===== src/core/fcl_pkg.sv =====
// fcl_pkg: constants, types and states of the flash configuration loader
package fcl_pkg;

    // -------------------------------------------------------------------
    // address map
    // -------------------------------------------------------------------
    localparam logic [23:0] FCL_CFG_BASE    = 24'hF80000; // first location
    localparam logic [23:0] FCL_SPACE_LO    = 24'h800000; // config space lo
    localparam logic [23:0] FCL_SPACE_HI    = 24'hFFFFFF; // config space hi
    localparam logic [23:0] FCL_LOC_STEP    = 24'h000002; // word spacing
    localparam int          FCL_LOC_COUNT   = 5;          // unpacked slots

    // word 1 and word 2 addresses per memory size
    localparam logic [23:0] FCL_W1_16K      = 24'h002BFE;
    localparam logic [23:0] FCL_W2_16K      = 24'h002BFC;
    localparam logic [23:0] FCL_W1_32K      = 24'h0057FE;
    localparam logic [23:0] FCL_W2_32K      = 24'h0057FC;
    localparam logic [23:0] FCL_W1_48K      = 24'h0083FE;
    localparam logic [23:0] FCL_W2_48K      = 24'h0083FC;
    localparam logic [23:0] FCL_W1_64K      = 24'h00ABFE;
    localparam logic [23:0] FCL_W2_64K      = 24'h00ABFC;

    // memory size strap codes
    localparam logic [1:0]  FCL_SIZE_16K    = 2'h0;
    localparam logic [1:0]  FCL_SIZE_32K    = 2'h1;
    localparam logic [1:0]  FCL_SIZE_48K    = 2'h2;

    // -------------------------------------------------------------------
    // word 1 field positions and values
    // -------------------------------------------------------------------
    localparam int          FCL_BIT_RSV_HI  = 15;  // must be programmed 0
    localparam int          FCL_BIT_SCAN    = 14;
    localparam int          FCL_BIT_CPROT   = 13;
    localparam int          FCL_BIT_WPROT   = 12;
    localparam int          FCL_BIT_DEBUG   = 11;
    localparam int          FCL_BIT_RSV_LO  = 10;  // must stay 1
    localparam int          FCL_PAIR_LO     = 8;
    localparam int          FCL_BIT_WDTEN   = 7;
    localparam int          FCL_BIT_WINDOW_WATCHDOG_DISABLE  = 6;
    localparam int          FCL_BIT_PRESC   = 4;
    localparam int          FCL_POST_LO     = 0;
    localparam int          FCL_UPPER_LO    = 16;  // upper byte, unused

    localparam logic [23:0] FCL_ERASED      = 24'hFFFFFF; // erased word
    localparam logic [7:0]  FCL_UPPER_ONES  = 8'hFF;
    localparam logic [7:0]  FCL_PRESC_LONG  = 8'h80;      // 1:128
    localparam logic [7:0]  FCL_PRESC_SHORT = 8'h20;      // 1:32
    localparam logic [15:0] FCL_POST_UNIT   = 16'h0001;   // 1:1
    localparam logic [1:0]  FCL_PAIR_ONE    = 2'h3;
    localparam logic [1:0]  FCL_PAIR_TWO    = 2'h2;
    localparam logic [1:0]  FCL_PAIR_THREE  = 2'h1;
    localparam logic [1:0]  FCL_PRIME_LAST  = 2'h3;       // strap settle

    // -------------------------------------------------------------------
    // types
    // -------------------------------------------------------------------
    typedef enum logic [1:0]
    {
        FCL_ST_PRIME,
        FCL_ST_FETCH_ONE,
        FCL_ST_FETCH_TWO,
        FCL_ST_DONE
    } fcl_state_t;

    typedef struct packed
    {
        logic        scan_port_enable;
        logic        code_protect_on;
        logic        write_protect_on;
        logic        debug_entry;
        logic [1:0]  emulator_pin_pair_select;
        logic [2:0]  pin_pair_onehot;
        logic        pin_pair_reserved;
        logic        watchdog_enable_cfg;
        logic        window_mode_on;
        logic        window_misconfig;
        logic [7:0]  watchdog_prescale_ratio;
        logic [3:0]  watchdog_postscale_select;
        logic [15:0] watchdog_postscale_ratio;
        logic        reserved_fault;
    } fcl_fields_t;

    typedef struct packed
    {
        logic        rd;
        logic [23:0] addr;
    } fcl_flash_req_t;

    typedef struct packed
    {
        logic        rd;
        logic        wr;
        logic [23:0] addr;
        logic [15:0] wdata;
    } fcl_tbl_req_t;

endpackage


===== src/core/fcl_field_decode.sv =====
// fcl_field_decode: turns the packed word 1 image into decoded options
`timescale 1ns/1ps
`default_nettype none

module fcl_field_decode
(
    input  wire logic [23:0]         word_one, // word 1 image
    output fcl_pkg::fcl_fields_t     fields    // decoded options
);

    // -------------------------------------------------------------------
    // decode
    // -------------------------------------------------------------------
    // every bit reads 1 when erased, so an erased part decodes with both
    // protections off, debug entry off and the watchdog enabled
    always_comb
    begin
        fields = '0;
        fields.scan_port_enable  = word_one[fcl_pkg::FCL_BIT_SCAN];
        fields.code_protect_on   = ~word_one[fcl_pkg::FCL_BIT_CPROT];
        fields.write_protect_on  = ~word_one[fcl_pkg::FCL_BIT_WPROT];
        fields.debug_entry       = ~word_one[fcl_pkg::FCL_BIT_DEBUG];
        fields.emulator_pin_pair_select =
            word_one[fcl_pkg::FCL_PAIR_LO +: 2];
        // pin pair one-hot; the reserved code drives no pair at all
        if (word_one[fcl_pkg::FCL_PAIR_LO +: 2] == fcl_pkg::FCL_PAIR_ONE)
            fields.pin_pair_onehot = 3'h1;
        else if (word_one[fcl_pkg::FCL_PAIR_LO +: 2] == fcl_pkg::FCL_PAIR_TWO)
            fields.pin_pair_onehot = 3'h2;
        else if (word_one[fcl_pkg::FCL_PAIR_LO +: 2] == fcl_pkg::FCL_PAIR_THREE)
            fields.pin_pair_onehot = 3'h4;
        else
            fields.pin_pair_reserved = 1'b1;
        fields.watchdog_enable_cfg = word_one[fcl_pkg::FCL_BIT_WDTEN];
        // windowed mode only takes effect with the watchdog enabled
        fields.window_mode_on = word_one[fcl_pkg::FCL_BIT_WDTEN]
                              & ~word_one[fcl_pkg::FCL_BIT_WINDOW_WATCHDOG_DISABLE];
        fields.window_misconfig = ~word_one[fcl_pkg::FCL_BIT_WDTEN]
                                & ~word_one[fcl_pkg::FCL_BIT_WINDOW_WATCHDOG_DISABLE];
        fields.watchdog_prescale_ratio = word_one[fcl_pkg::FCL_BIT_PRESC]
                                       ? fcl_pkg::FCL_PRESC_LONG
                                       : fcl_pkg::FCL_PRESC_SHORT;
        fields.watchdog_postscale_select =
            word_one[fcl_pkg::FCL_POST_LO +: 4];
        fields.watchdog_postscale_ratio = fcl_pkg::FCL_POST_UNIT
            << word_one[fcl_pkg::FCL_POST_LO +: 4];
        // flag a part whose reserved bits were left wrong
        fields.reserved_fault = word_one[fcl_pkg::FCL_BIT_RSV_HI]
                              | ~word_one[fcl_pkg::FCL_BIT_RSV_LO];
    end

endmodule

`default_nettype wire


===== src/core/fcl_config_loader.sv =====
// fcl_config_loader: reset-time loader of the flash configuration words
`timescale 1ns/1ps
`default_nettype none

module fcl_config_loader
(
    input  wire logic                  core_clk,       // system clock
    input  wire logic                  rstn,           // any reset, low
    input  wire logic [1:0]            mem_size_strap, // flash size pins
    output fcl_pkg::fcl_flash_req_t    flash_req,      // flash read req
    input  wire logic [23:0]           flash_rdata,    // flash read word
    input  wire logic                  flash_rvalid,   // flash data valid
    input  wire fcl_pkg::fcl_tbl_req_t tbl_req,        // table access
    output logic [15:0]                tbl_rdata,      // table read data
    output logic                       tbl_rvalid,     // read answer
    output logic                       tbl_hit,        // read in config space
    output logic                       tbl_wr_ignored, // write refused
    output logic [23:0]                word_one,       // word 1 image
    output logic [23:0]                word_two,       // word 2 image
    output fcl_pkg::fcl_fields_t       cfg_fields,     // decoded options
    output logic                       load_done,      // words loaded
    output logic                       dep_rstn        // dependents reset
);

    // -------------------------------------------------------------------
    // declarations
    // -------------------------------------------------------------------
    fcl_pkg::fcl_state_t  state;        // loader state
    fcl_pkg::fcl_state_t  next_state;   // loader next state
    logic [1:0]           strap_meta;   // strap first stage
    logic [1:0]           strap_sync;   // strap second stage
    logic [1:0]           mem_size;     // captured size code
    logic [1:0]           prime_cnt;    // settle counter
    logic [23:0]          addr_one;     // word 1 address
    logic [23:0]          addr_two;     // word 2 address
    fcl_pkg::fcl_fields_t next_fields;  // decoder output
    logic [7:0]           loc [fcl_pkg::FCL_LOC_COUNT]; // unpacked slots
    logic [fcl_pkg::FCL_LOC_COUNT-1:0] loc_sel;         // slot match
    logic                 in_space;     // address in config space
    logic [7:0]           next_byte;    // selected slot value

    // -------------------------------------------------------------------
    // strap synchroniser
    // -------------------------------------------------------------------
    // the strap is a pin; two flops before anything looks at it
    always_ff @(posedge core_clk or negedge rstn)
    begin
        if (!rstn)
        begin
            strap_meta <= 2'h0;
            strap_sync <= 2'h0;
        end
        else
        begin
            strap_meta <= mem_size_strap;
            strap_sync <= strap_meta;
        end
    end

    // settle counter, lets the synchroniser fill after release
    always_ff @(posedge core_clk or negedge rstn)
    begin
        if (!rstn)
            prime_cnt <= 2'h0;
        else if (state == fcl_pkg::FCL_ST_PRIME)
            prime_cnt <= prime_cnt + 2'h1;
    end

    // size follows the strap only while in prime, then holds, so a late strap change is harmless
    always_ff @(posedge core_clk or negedge rstn)
    begin
        if (!rstn)
            mem_size <= 2'h0;
        else if (state == fcl_pkg::FCL_ST_PRIME)
            mem_size <= strap_sync;
    end

    // -------------------------------------------------------------------
    // top-of-flash address lookup
    // -------------------------------------------------------------------
    always_comb
    begin
        if (mem_size == fcl_pkg::FCL_SIZE_16K)
        begin
            addr_one = fcl_pkg::FCL_W1_16K;
            addr_two = fcl_pkg::FCL_W2_16K;
        end
        else if (mem_size == fcl_pkg::FCL_SIZE_32K)
        begin
            addr_one = fcl_pkg::FCL_W1_32K;
            addr_two = fcl_pkg::FCL_W2_32K;
        end
        else if (mem_size == fcl_pkg::FCL_SIZE_48K)
        begin
            addr_one = fcl_pkg::FCL_W1_48K;
            addr_two = fcl_pkg::FCL_W2_48K;
        end
        else
        begin
            addr_one = fcl_pkg::FCL_W1_64K;
            addr_two = fcl_pkg::FCL_W2_64K;
        end
    end

    // -------------------------------------------------------------------
    // load sequencer
    // -------------------------------------------------------------------
    // every reset lands in prime, so every reset type reloads both words
    always_comb
    begin
        next_state = state;
        case (state)
            fcl_pkg::FCL_ST_PRIME:
                if (prime_cnt == fcl_pkg::FCL_PRIME_LAST)
                    next_state = fcl_pkg::FCL_ST_FETCH_ONE;
            fcl_pkg::FCL_ST_FETCH_ONE:
                if (flash_rvalid)
                    next_state = fcl_pkg::FCL_ST_FETCH_TWO;
            fcl_pkg::FCL_ST_FETCH_TWO:
                if (flash_rvalid)
                    next_state = fcl_pkg::FCL_ST_DONE;
            default:
                next_state = fcl_pkg::FCL_ST_DONE;
        endcase
    end

    always_ff @(posedge core_clk or negedge rstn)
    begin
        if (!rstn)
            state <= fcl_pkg::FCL_ST_PRIME;
        else
            state <= next_state;
    end

    // read request held until the flash answers
    always_comb
    begin
        flash_req.rd   = (state == fcl_pkg::FCL_ST_FETCH_ONE)
                       | (state == fcl_pkg::FCL_ST_FETCH_TWO);
        flash_req.addr = (state == fcl_pkg::FCL_ST_FETCH_TWO)
                       ? addr_two : addr_one;
    end

    // -------------------------------------------------------------------
    // word images
    // -------------------------------------------------------------------
    // erased image at reset; upper byte stored as ones whatever was read
    always_ff @(posedge core_clk or negedge rstn)
    begin
        if (!rstn)
        begin
            word_one <= fcl_pkg::FCL_ERASED;
            word_two <= fcl_pkg::FCL_ERASED;
        end
        else if (flash_rvalid && state == fcl_pkg::FCL_ST_FETCH_ONE)
            word_one <= {fcl_pkg::FCL_UPPER_ONES, flash_rdata[15:0]};
        else if (flash_rvalid && state == fcl_pkg::FCL_ST_FETCH_TWO)
            word_two <= {fcl_pkg::FCL_UPPER_ONES, flash_rdata[15:0]};
    end

    // done flag and dependent reset; both flop outputs, so no glitch
    always_ff @(posedge core_clk or negedge rstn)
    begin
        if (!rstn)
        begin
            load_done <= 1'b0;
            dep_rstn  <= 1'b0;
        end
        else if (flash_rvalid && state == fcl_pkg::FCL_ST_FETCH_TWO)
        begin
            load_done <= 1'b1;
            dep_rstn  <= 1'b1;
        end
    end

    // -------------------------------------------------------------------
    // option decode
    // -------------------------------------------------------------------
    fcl_field_decode u_decode
    (
        .word_one (word_one),
        .fields   (next_fields)
    );

    // registered so consumers see a clean value one cycle after the image
    always_ff @(posedge core_clk or negedge rstn)
    begin
        if (!rstn)
            cfg_fields <= '0;
        else
            cfg_fields <= next_fields;
    end

    // -------------------------------------------------------------------
    // table access into configuration space
    // -------------------------------------------------------------------
    // unpack into five byte slots
    always_comb
    begin
        loc[0] = word_one[7:0];
        loc[1] = word_one[15:8];
        loc[2] = word_two[7:0];
        loc[3] = word_two[15:8];
        loc[4] = word_one[23:16] & word_two[23:16];
    end

    assign in_space = (tbl_req.addr >= fcl_pkg::FCL_SPACE_LO)
                    && (tbl_req.addr <= fcl_pkg::FCL_SPACE_HI);

    // one comparator per slot
    genvar gi;
    generate
        for (gi = 0; gi < fcl_pkg::FCL_LOC_COUNT; gi = gi + 1)
        begin : g_loc
            assign loc_sel[gi] = (tbl_req.addr == fcl_pkg::FCL_CFG_BASE
                + 24'(gi) * fcl_pkg::FCL_LOC_STEP);
        end
    endgenerate

    // unmatched config-space addresses read as erased ones
    always_comb
    begin
        next_byte = fcl_pkg::FCL_UPPER_ONES;
        for (int i = 0; i < fcl_pkg::FCL_LOC_COUNT; i++)
        begin
            if (loc_sel[i])
                next_byte = loc[i];
        end
    end

    // read answer one cycle after the request; data from flops
    always_ff @(posedge core_clk or negedge rstn)
    begin
        if (!rstn)
        begin
            tbl_rdata  <= 16'h0000;
            tbl_rvalid <= 1'b0;
            tbl_hit    <= 1'b0;
        end
        else
        begin
            tbl_rvalid <= tbl_req.rd;
            tbl_hit    <= tbl_req.rd && in_space;
            if (tbl_req.rd && in_space)
                tbl_rdata <= {fcl_pkg::FCL_UPPER_ONES, next_byte};
            else if (tbl_req.rd)
                tbl_rdata <= 16'h0000;
        end
    end

    // run-time writes never reach the images; only a pulse reports them
    always_ff @(posedge core_clk or negedge rstn)
    begin
        if (!rstn)
            tbl_wr_ignored <= 1'b0;
        else
            tbl_wr_ignored <= tbl_req.wr && in_space;
    end
endmodule

`default_nettype wire


===== config.mk =====
export PLATFORM = sky130hd
export DESIGN_NAME = fcl_config_loader
export DESIGN_NICKNAME = d
export VERILOG_FILES = /design/src/core/fcl_pkg.sv /design/src/core/fcl_field_decode.sv /design/src/core/fcl_config_loader.sv
export SDC_FILE = /design/constraint.sdc
export NUM_CORES = 1
export LEC_CHECK = 0
export BUFFER_PORTS_ARGS = -buffer_cell sky130_fd_sc_hd__buf_2
export CORE_UTILIZATION = 49
export CTS_BUF_LIST = sky130_fd_sc_hd__clkbuf_16
export DETAILED_ROUTE_END_ITERATION = 7
export PLACE_DENSITY = 0.85
export SLEW_MARGIN = 20
export SYNTH_ARGS = -nofsm -noshare
export SYNTH_HDL_FRONTEND = slang
export SYNTH_SLANG_ARGS = --single-unit

===== constraint.sdc =====
create_clock -name core_clk -period 3.65 [get_ports core_clk]
set_input_delay 0.1825 -clock core_clk [delete_from_list [all_inputs] [get_ports core_clk]]
set_output_delay 0.1825 -clock core_clk [all_outputs]
set_load 0.1 [all_outputs]

---- Word level (Yosys, flattened, before mapping) ----
Index checks and enable logic that the tools add are counted.
cells by class
  reductions and logical operators ........ 10
  equal/unequal tests ..................... 16
  add/subtract/negate cells ............... 1
  bitwise operators ....................... 11
  shifts and indexed selects .............. 1
  muxes and demuxes ....................... 25
  $lt $le $gt $ge ......................... 2
operators with widths
  operator                                                                 number
  24-bit == test, second input constant                                    5
  24-bit two-way mux                                                       4
  16-bit two-way mux                                                       3
  8-bit two-way mux                                                        6
  14-bit two-way mux                                                       2
  24-bit greater-or-equal comparator, second input constant                1
  24-bit <= comparator, second input constant                              1
  1-bit by 4-bit left shift with 16-bit output, first input constant       1
  2-bit == test, second input constant                                     5
  3-bit two-way mux                                                        3
  1-bit inverter                                                           7
  2-bit by 1-bit == test with 1-bit output, second input constant          3
  2-bit two-way mux                                                        3
  2-bit case mux with 3 select lines                                       1
  1-bit logical AND                                                        5
  2-bit zero test                                                          2
  2-bit inequality test, second input constant                             2
  1-bit two-way mux                                                        3
  3-bit AND reduction                                                      1
  2-bit by 1-bit adder with 2-bit output, second input constant            1
  1-bit AND                                                                2
  2-bit by 1-bit inequality test with 1-bit output, second input constant  1
  1-bit OR                                                                 2
  2-bit AND reduction                                                      1
  2-bit nonzero test                                                       1
storage, ports and cells
  input port bits ......................... 71
  bits in registers ....................... 104
  word-level logic and storage cells ...... 92

---- Longest topological paths before layout ----
Gate-level depths: netlist of run 1.
  depth after elaboration ................. 7
  depth in mapped cells ................... 7
  gate-level depth less buffers ........... 6

---- Modules after synthesis ----
Synthesis of run 1 repeated with hierarchy kept, for this count alone.
second synthesis, totals
  cell total of the unflattened synthesis .. 339
  area, all modules ....................... 4,395.5 um^2
by module, submodules not included
  module             cells an instance  area each (um^2)  seq. area each (um^2)  instances
  fcl_config_loader  292                3,998.8           2,467.4                1
  fcl_field_decode   47                 396.6             0.0                    1

---- Least setup slack after synthesis of run 1 ----
OpenSTA, ideal clock, no wires.
  path type ............................... register to output
  start ................................... reg mem_size[0]
  end ..................................... out flash_req[15] (netlist bit)
  buffers on the path ..................... 0
  data required time ...................... 3.467 ns
  arrival time ............................ 2.360 ns
  cell stages (with the launch flop) ...... 3
  setup slack ............................. 1.108 ns
  cell sequence ........................... dfrtp_1 -> ha_1 -> nor2_1
RTL lines
  element                 line                     RTL
  start, declared         fcl_config_loader.sv:32  logic [1:0] mem_size;
  start signal, assigned  fcl_config_loader.sv:75  mem_size <= strap_sync;
  end, declared           fcl_config_loader.sv:10  output fcl_pkg::fcl_flash_req_t flash_req,

---- Worst setup path in the final report of run 1 ----
  start ................................... reg state[1]
  end ..................................... reg word_two[9]
on the way
  word-level cells in the longest chain between the ends .. 4
  elaborated cells between the ends (all ways) .. 6
  those cells by class .................... 2 x eq/ne; 1 x bitwise; 3 x reduce/logical
ends and longest elaborated chain
  element                                   line                      RTL
  start, declared                           fcl_config_loader.sv:28   fcl_pkg::fcl_state_t state;
  start signal, assigned                    fcl_config_loader.sv:130  state <= fcl_pkg::FCL_ST_PRIME;
  start signal, assigned                    fcl_config_loader.sv:132  state <= next_state;
  2-bit by 1-bit == test with 1-bit output  fcl_config_loader.sv:155  else if (flash_rvalid && state == fcl_pkg::FCL_ST_FETCH_ONE)
  1-bit logical AND                         fcl_config_loader.sv:155
  1-bit inverter (no source line)           n/a
  2-bit AND reduction (no source line) (*)  n/a
  end signal, assigned                      fcl_config_loader.sv:153  word_two <= fcl_pkg::FCL_ERASED;
  end signal, assigned                      fcl_config_loader.sv:158  word_two <= {fcl_pkg::FCL_UPPER_ONES, flash_rdata[15:0]};
  end, declared                             fcl_config_loader.sv:19   output logic [23:0] word_two,
Every way passes the cells marked *; elsewhere a longest branch is shown, timed or not.
A chain may end at the register's enable or synchronous reset.

==> reports/metrics.yaml, run 1 <==
cp.arrival_ns: 2.25
worst_pin_slew_ns: 0.910
fillers: 643
antenna-diode-count: 0
ys_types: 36
final_layout_size_suffix_gt1_share_pct: 49.1
synth_area_um2: 4090
yosysWarnings: 0
antenna_found_initial: 0
cts_buffers: 9
worstPathRequired_ns: 3.91
crit_chain: "inv_1, ha_1, nand3b_1, mux2_2"
dpl_cell_area_um2: 4560
seq_area_frac_synth_pct: 56.7
post_cts_resized: 0
startpoint_type: "flop"
run_status: "finished clean"
reg2reg_slack_ns: 1.66
die_w_um: 93.3
multiInputGateArea_um2: 1360
rsz0062_at_grt: "no"
num_vias: 2829
critPathKind: "flop to flop"
reg2reg_depth: 4
clock-sinks: 91
cts_tree: "built"
root_buffer: "clkbuf_16"
setup_tns_ns: 0
pin_count: 207
synth_edf_count: 0
wl_um: 8580
track_usage_pct: 20.5
power_density_nw_per_um2: 635
syn_to_final_growth_pct: 20.0
setup_viol: 0
synth.top_cell.area_share_pct: 36.1
cts_buffer_depth: 2
ant_nets: 0
synthTopCellsByArea: "dfrtp_1 (36%), dfstp_2 (21%), buf_4 (11%)"
synth_top_area_cell: "dfrtp_1"
die_h_um: 93.3
first_pass_iters: 4
rows: 32
endpoint_kind: "flop"
worstReg2RegEnd: "word_two[9]"
ff_latch_area_um2: 2320
core_area_um2: 7890
ys_seq_elements: 91
fin_nets: 536
syn_inst: 340
cp_slowest_cell: "nand3b_1"
hold_viol: 0
r2r_start: "state[1]"
grt_pass1_vias: 2740
clock_skew_ns: 0.00753
postCtsHoldBufs: 2
max-slew-margin-rel_pct: 38.8
crit_fanout: 16
cp_top_family: "simple AND/OR/NAND/NOR gates"
h-tree-depth: 3
dieArea_um2: 8710
ys.flop_type: "dfrtp_1"
ir_drop_v: 0.000285
avgSynthCellArea_um2: 12.0
start_util_pct: 51.8
grt.overflow.total: 0
whs_endpoint: "tbl_wr_ignored"
whs_path_depth: 2
worstHoldPathType: "input port to flop"
clock_latency_ns: 0.34
cp_num_buf_inv: 1
clkSlewWorstSetupHoldPaths_ns: 0.07
maxCapViolCount: 0
routedWlPerCell_um: 15.2
postCtsSetupBuffers: 0
slew_violations: 0
grt_pass1_wl_um: 13500
dp.final_hpwl_um: 6240
cpPeakStageDelay_ns: 0.71
port_buffers: 143
synth-async-reset-ratio_pct: 100
stdcell_area_um2: 4900
finalCritPeriodShare_pct: 54.5
dr.first_iter.drc_count: 116
drc_errors: 0
vias_per_cell: 5.00
fmax_ghz: 0.503
min-delay-start: "tbl_req[40]"
leakagePower_nw: 2.48
gp_congestion: 0.791
finalWorstPathRequiredPeriod_ns: 1.99
grt_max_degree: 92
-- report_power, final --
| group | switching (mW) | internal (mW) | total (mW) |
|---|---|---|---|
| clock | 0.432 | 0.488 | 0.920 |
| combinational | 0.899 | 0.132 | 1.03 |
| sequential | 0.0522 | 1.11 | 1.16 |
-- registers in the layout (all words and copies together), names as in the netlist, 9 cells and up --
register and flops:
word_one 16, cfg_fields 36, tbl_rdata 9, word_two 16
-- synthesized netlist by cell type (7+ instances only) --
master     number
nand3_1         8
o21ai_0         7
dfstp_2        32
o211ai_1        8
buf_4          59
dfrtp_1        59
nor2b_1        12
nor2_1         15
nor4_1         10
clkbuf_1       11
nand2_1         9
inv_1          12
mux2_2         33
mux2i_1         8
o2bb2ai_1       8
a21oi_1         8
-- worst max path at each step --
stage	to	start	cells past startpoint
2_1_floorplan	flash_req[15]	mem_size[0]	2
3_3_place_gp	word_two[12]	state[0]	3
3_5_place_dp	word_two[4]	state[0]	4
4_1_cts	word_two[9]	state[1]	4
5_1_grt	word_two[4]	state[0]	4
6_report	word_two[9]	state[1]	4
-- through the flow --
stage	power (mW)	setup slack, ns	cells	util, %	hold slack, ns
after floorplan	2.11	1.11	377	-	-0.113
after global placement	2.20	1.69	547	57.9	0.292
after detailed placement	2.21	1.63	547	57.9	0.299
after CTS	3.13	1.60	565	62.0	0.0643
after global routing	3.21	1.48	566	62.2	0.0606
final	3.11	1.66	566	62.2	0.0702
-- routing by layer --
metal	up-vias	part of all wire, %	global-route usage, %
li1	1301	-	-
met4	0	1.1	7.95
met1	1393	40	25.7
met2	128	53	35.5
met3	7	5.9	3.50
met5	-	0	0
-- kinds of logic (layout without fill, tap and decap cells) --
group	Yosys count	count (layout)	synth area share, %
AND/OR/NAND/NOR	80	80	11.3
AO/OA/AOI/OAI	32	32	5.21
adder cells (fa/ha/maj)	6	6	1.84
buffers and inverters	87	174	13.5
XOR/XNOR	1	1	0.214
flip-flops	91	91	56.7
multiplexers	41	41	11.1
other	2	39	0.184
-- cell type report --
cell class	instances	area share (%)
Multi-Input combinational cell	199	27.6
Inverter	12	0.919
Timing Repair Buffer	146	15.3
Clock buffer	9	4.59
Tap cell	102	2.60
Sequential cell	91	47.3
Clock inverter	7	1.66
-- cells in the final DEF (no fill, tap or decap), types with 6 or more instances in the layout --
| cell type | instances |
|---|---|
| buf_2 | 142 |
| dfrtp_1 | 59 |
| conb_1 | 39 |
| mux2_2 | 33 |
| dfstp_2 | 32 |
| nor2_1 | 15 |
| inv_1 | 12 |
| nor2b_1 | 12 |
| nor4_1 | 10 |
| nand2_1 | 9 |
| clkbuf_16 | 9 |
| mux2i_1 | 8 |
| o2bb2ai_1 | 8 |
| a21oi_1 | 8 |
| nand3_1 | 8 |
| o211ai_1 | 8 |
| o21ai_0 | 7 |
| nand2b_1 | 6 |
| nor3_1 | 6 |
| ha_1 | 6 |
Power figures use the tool's default switching activity.
==> run 2: changes to the inputs <==
Settings changed: CORE_UTILIZATION 49 to 46, PLACE_DENSITY 0.85 to 0.81.
Clock period 3.65 ns to 2.03 ns, I/O delays scaled along.
==> run 2 against run 1 <==
Against the previous run: sequential cell count did not move; hold slack got worse by 0.058 ns; routed wire length is 4.1% higher; die area increased by 6.4%; clock skew hardly changed; critical endpoint is now flash_req[1].
==> reports/metrics.yaml, run 2 (synthesis results as in run 1) <==
run_status: "finished clean"
cp_num_buf_inv: 3
cp.arrival_ns: 1.53
finalNonFillerCells: 580
gp_congestion: 0.768
vias_per_cell: 4.92
die_h_um: 96.3
cpPeakStageDelay_ns: 0.42
clock-sinks: 91
finalWorstSetupSlack_ns: 0.394
h-tree-depth: 3
post_cts_resized: 0
endpoint_kind: "output pin"
comb_power_share_pct: 34.1
stdcell_area_um2: 4950
core_area_um2: 8680
ant_nets: 0
crit_chain: "inv_1, ha_1, inv_1, buf_2"
regMostFlops: "cfg_fields"
layout_commonest_cell: "buf_2"
routedWlPerCell_um: 15.4
setup_tns_ns: 0
final_cell_mix: "buf_2 (142), dfrtp_1 (59), conb_1 (39)"
largest_register_ffs: 36
slew_violations: 0
finalCritPeriodShare_pct: 80.6
grt_pass1_vias: 2610
power_density_nw_per_um2: 1100
fmax_ghz: 0.611
setup_viol: 0
cts_buffers: 9
antenna_found_initial: 0
worst_pin_slew_ns: 0.763
syn_to_final_growth_pct: 21.1
cts_tree: "built"
crit_fanout: 4
cp_slowest_cell: "buf_2"
root_buffer: "clkbuf_16"
whs_path_depth: 2
rows: 34
maxCapViolCount: 0
clkSlewWorstSetupHoldPaths_ns: 0.07
worstPathRequired_ns: 1.93
first_pass_iters: 4
antenna-diode-count: 0
cp_common_cell: "inv_1"
port_buffers: 143
dp.final_hpwl_um: 6270
drc_errors: 0
dr.first_iter.drc_count: 124
hold_viol: 0
num_vias: 2854
post-place-ws_ns: 0.277
ir_drop_v: 0.000533
pwr-share-clk_pct: 27.6
critPathKind: "flop to output pin"
largest_registers: "cfg_fields (36), word_one (16), word_two (16)"
grt_pass1_wl_um: 13500
cts_buffer_depth: 2
dieArea_um2: 9260
p_int_mw: 3.07
leakagePower_nw: 2.51
worstHoldPathType: "input port to flop"
sw_frac_of_total_pct: 43.8
path_depth: 4
pin_count: 207
dpl_cell_area_um2: 4640
p_sw_mw: 2.39
max-slew-margin-rel_pct: 49.0
final_util_pct: 57.0
dp_cells: 560
track_usage_pct: 19.8
reg2reg_depth: 5
grt_max_degree: 57
grt.overflow.total: 0
start_util_pct: 47.1
final_layout_size_suffix_gt1_share_pct: 49.4
finalWorstPathRequiredPeriod_ns: 1.64
cp_top_family: "buffers and inverters"
die_w_um: 96.3
power.sequential.fraction_pct: 38.4
startpoint_type: "flop"
wl_um: 8930
clock_latency_ns: 0.33
clock_skew_ns: 0.00704
rsz0062_at_grt: "no"
fin_nets: 544
run 2: changes by cell type in the layout (fill, tap and decap cells not counted), sizes merged:
| cell | previous run | this run |
|---|---|---|
| clkinvlp | 0 | 2 |
| dlygate4sd3 | 3 | 4 |
| buf | 143 | 150 |
| clkinv | 4 | 2 |
run 2: final timing paths:
path	from	endpoint	slack (ns)
worst max-delay path	state[0]	flash_req[1]	0.39
worst min-delay path	flash_rdata[1]	word_one[1]	0.01
worst max register to register	state[1]	word_two[8]	0.50
worst min register to register	strap_meta[0]	strap_sync[0]	0.35
max in group asynchronous	rstn	cfg_fields[5]	0.90
min in group asynchronous	rstn	cfg_fields[6]	0.35
run 2: metal layers:
metal,share of wire [%],vias to the layer above,track usage (%)
li1,-,1320,-
met1,42,1401,26.0
met2,51,121,31.7
met3,6.1,12,4.74
met4,1.5,0,7.46
met5,0,-,0
run 2: worst register-to-register path: stages (launching register included):
cell	delay, ns
dfrtp_1	0.40
inv_1	0.08
ha_1	0.20
nand3b_1	0.12
buf_4	0.28
mux2_2	0.38
run 2: cell type report:
cell class                      count  area [um2]
Timing Repair Buffer              154         823
Clock buffer                        9         225
Fill cell                         743        3730
Tap cell                          108         135
Inverter                           12        45.0
Clock inverter                      7        43.8
Sequential cell                    91        2320
Multi-Input combinational cell    199        1360
run 2: stage by stage:
step                power [mW]  hold slack, ns
finish                    5.46          0.0121
global route              5.66         0.00748
CTS                       5.50        0.000718
detailed placement        3.98           0.197
global placement          3.96           0.184
floorplan                 3.80          -0.194
run 2: power by group through the flow:
stage               Combinational, mW  Sequential (mW)  Clock [mW]
global placement                 1.84             2.12           0
CTS                              1.86             2.10        1.54
detailed placement               1.86             2.13           0
global route                     1.93             2.12        1.62
finish                           1.86             2.09        1.51
floorplan                       0.862             2.94           0
run 2: timing repair:
| item | 4_1_cts | 5_1_grt |
|---|---|---|
| buffers inserted | 0 | 0 |
| hold buffers | 4 | 0 |
| hold endpoints to repair | 36 | 0 |
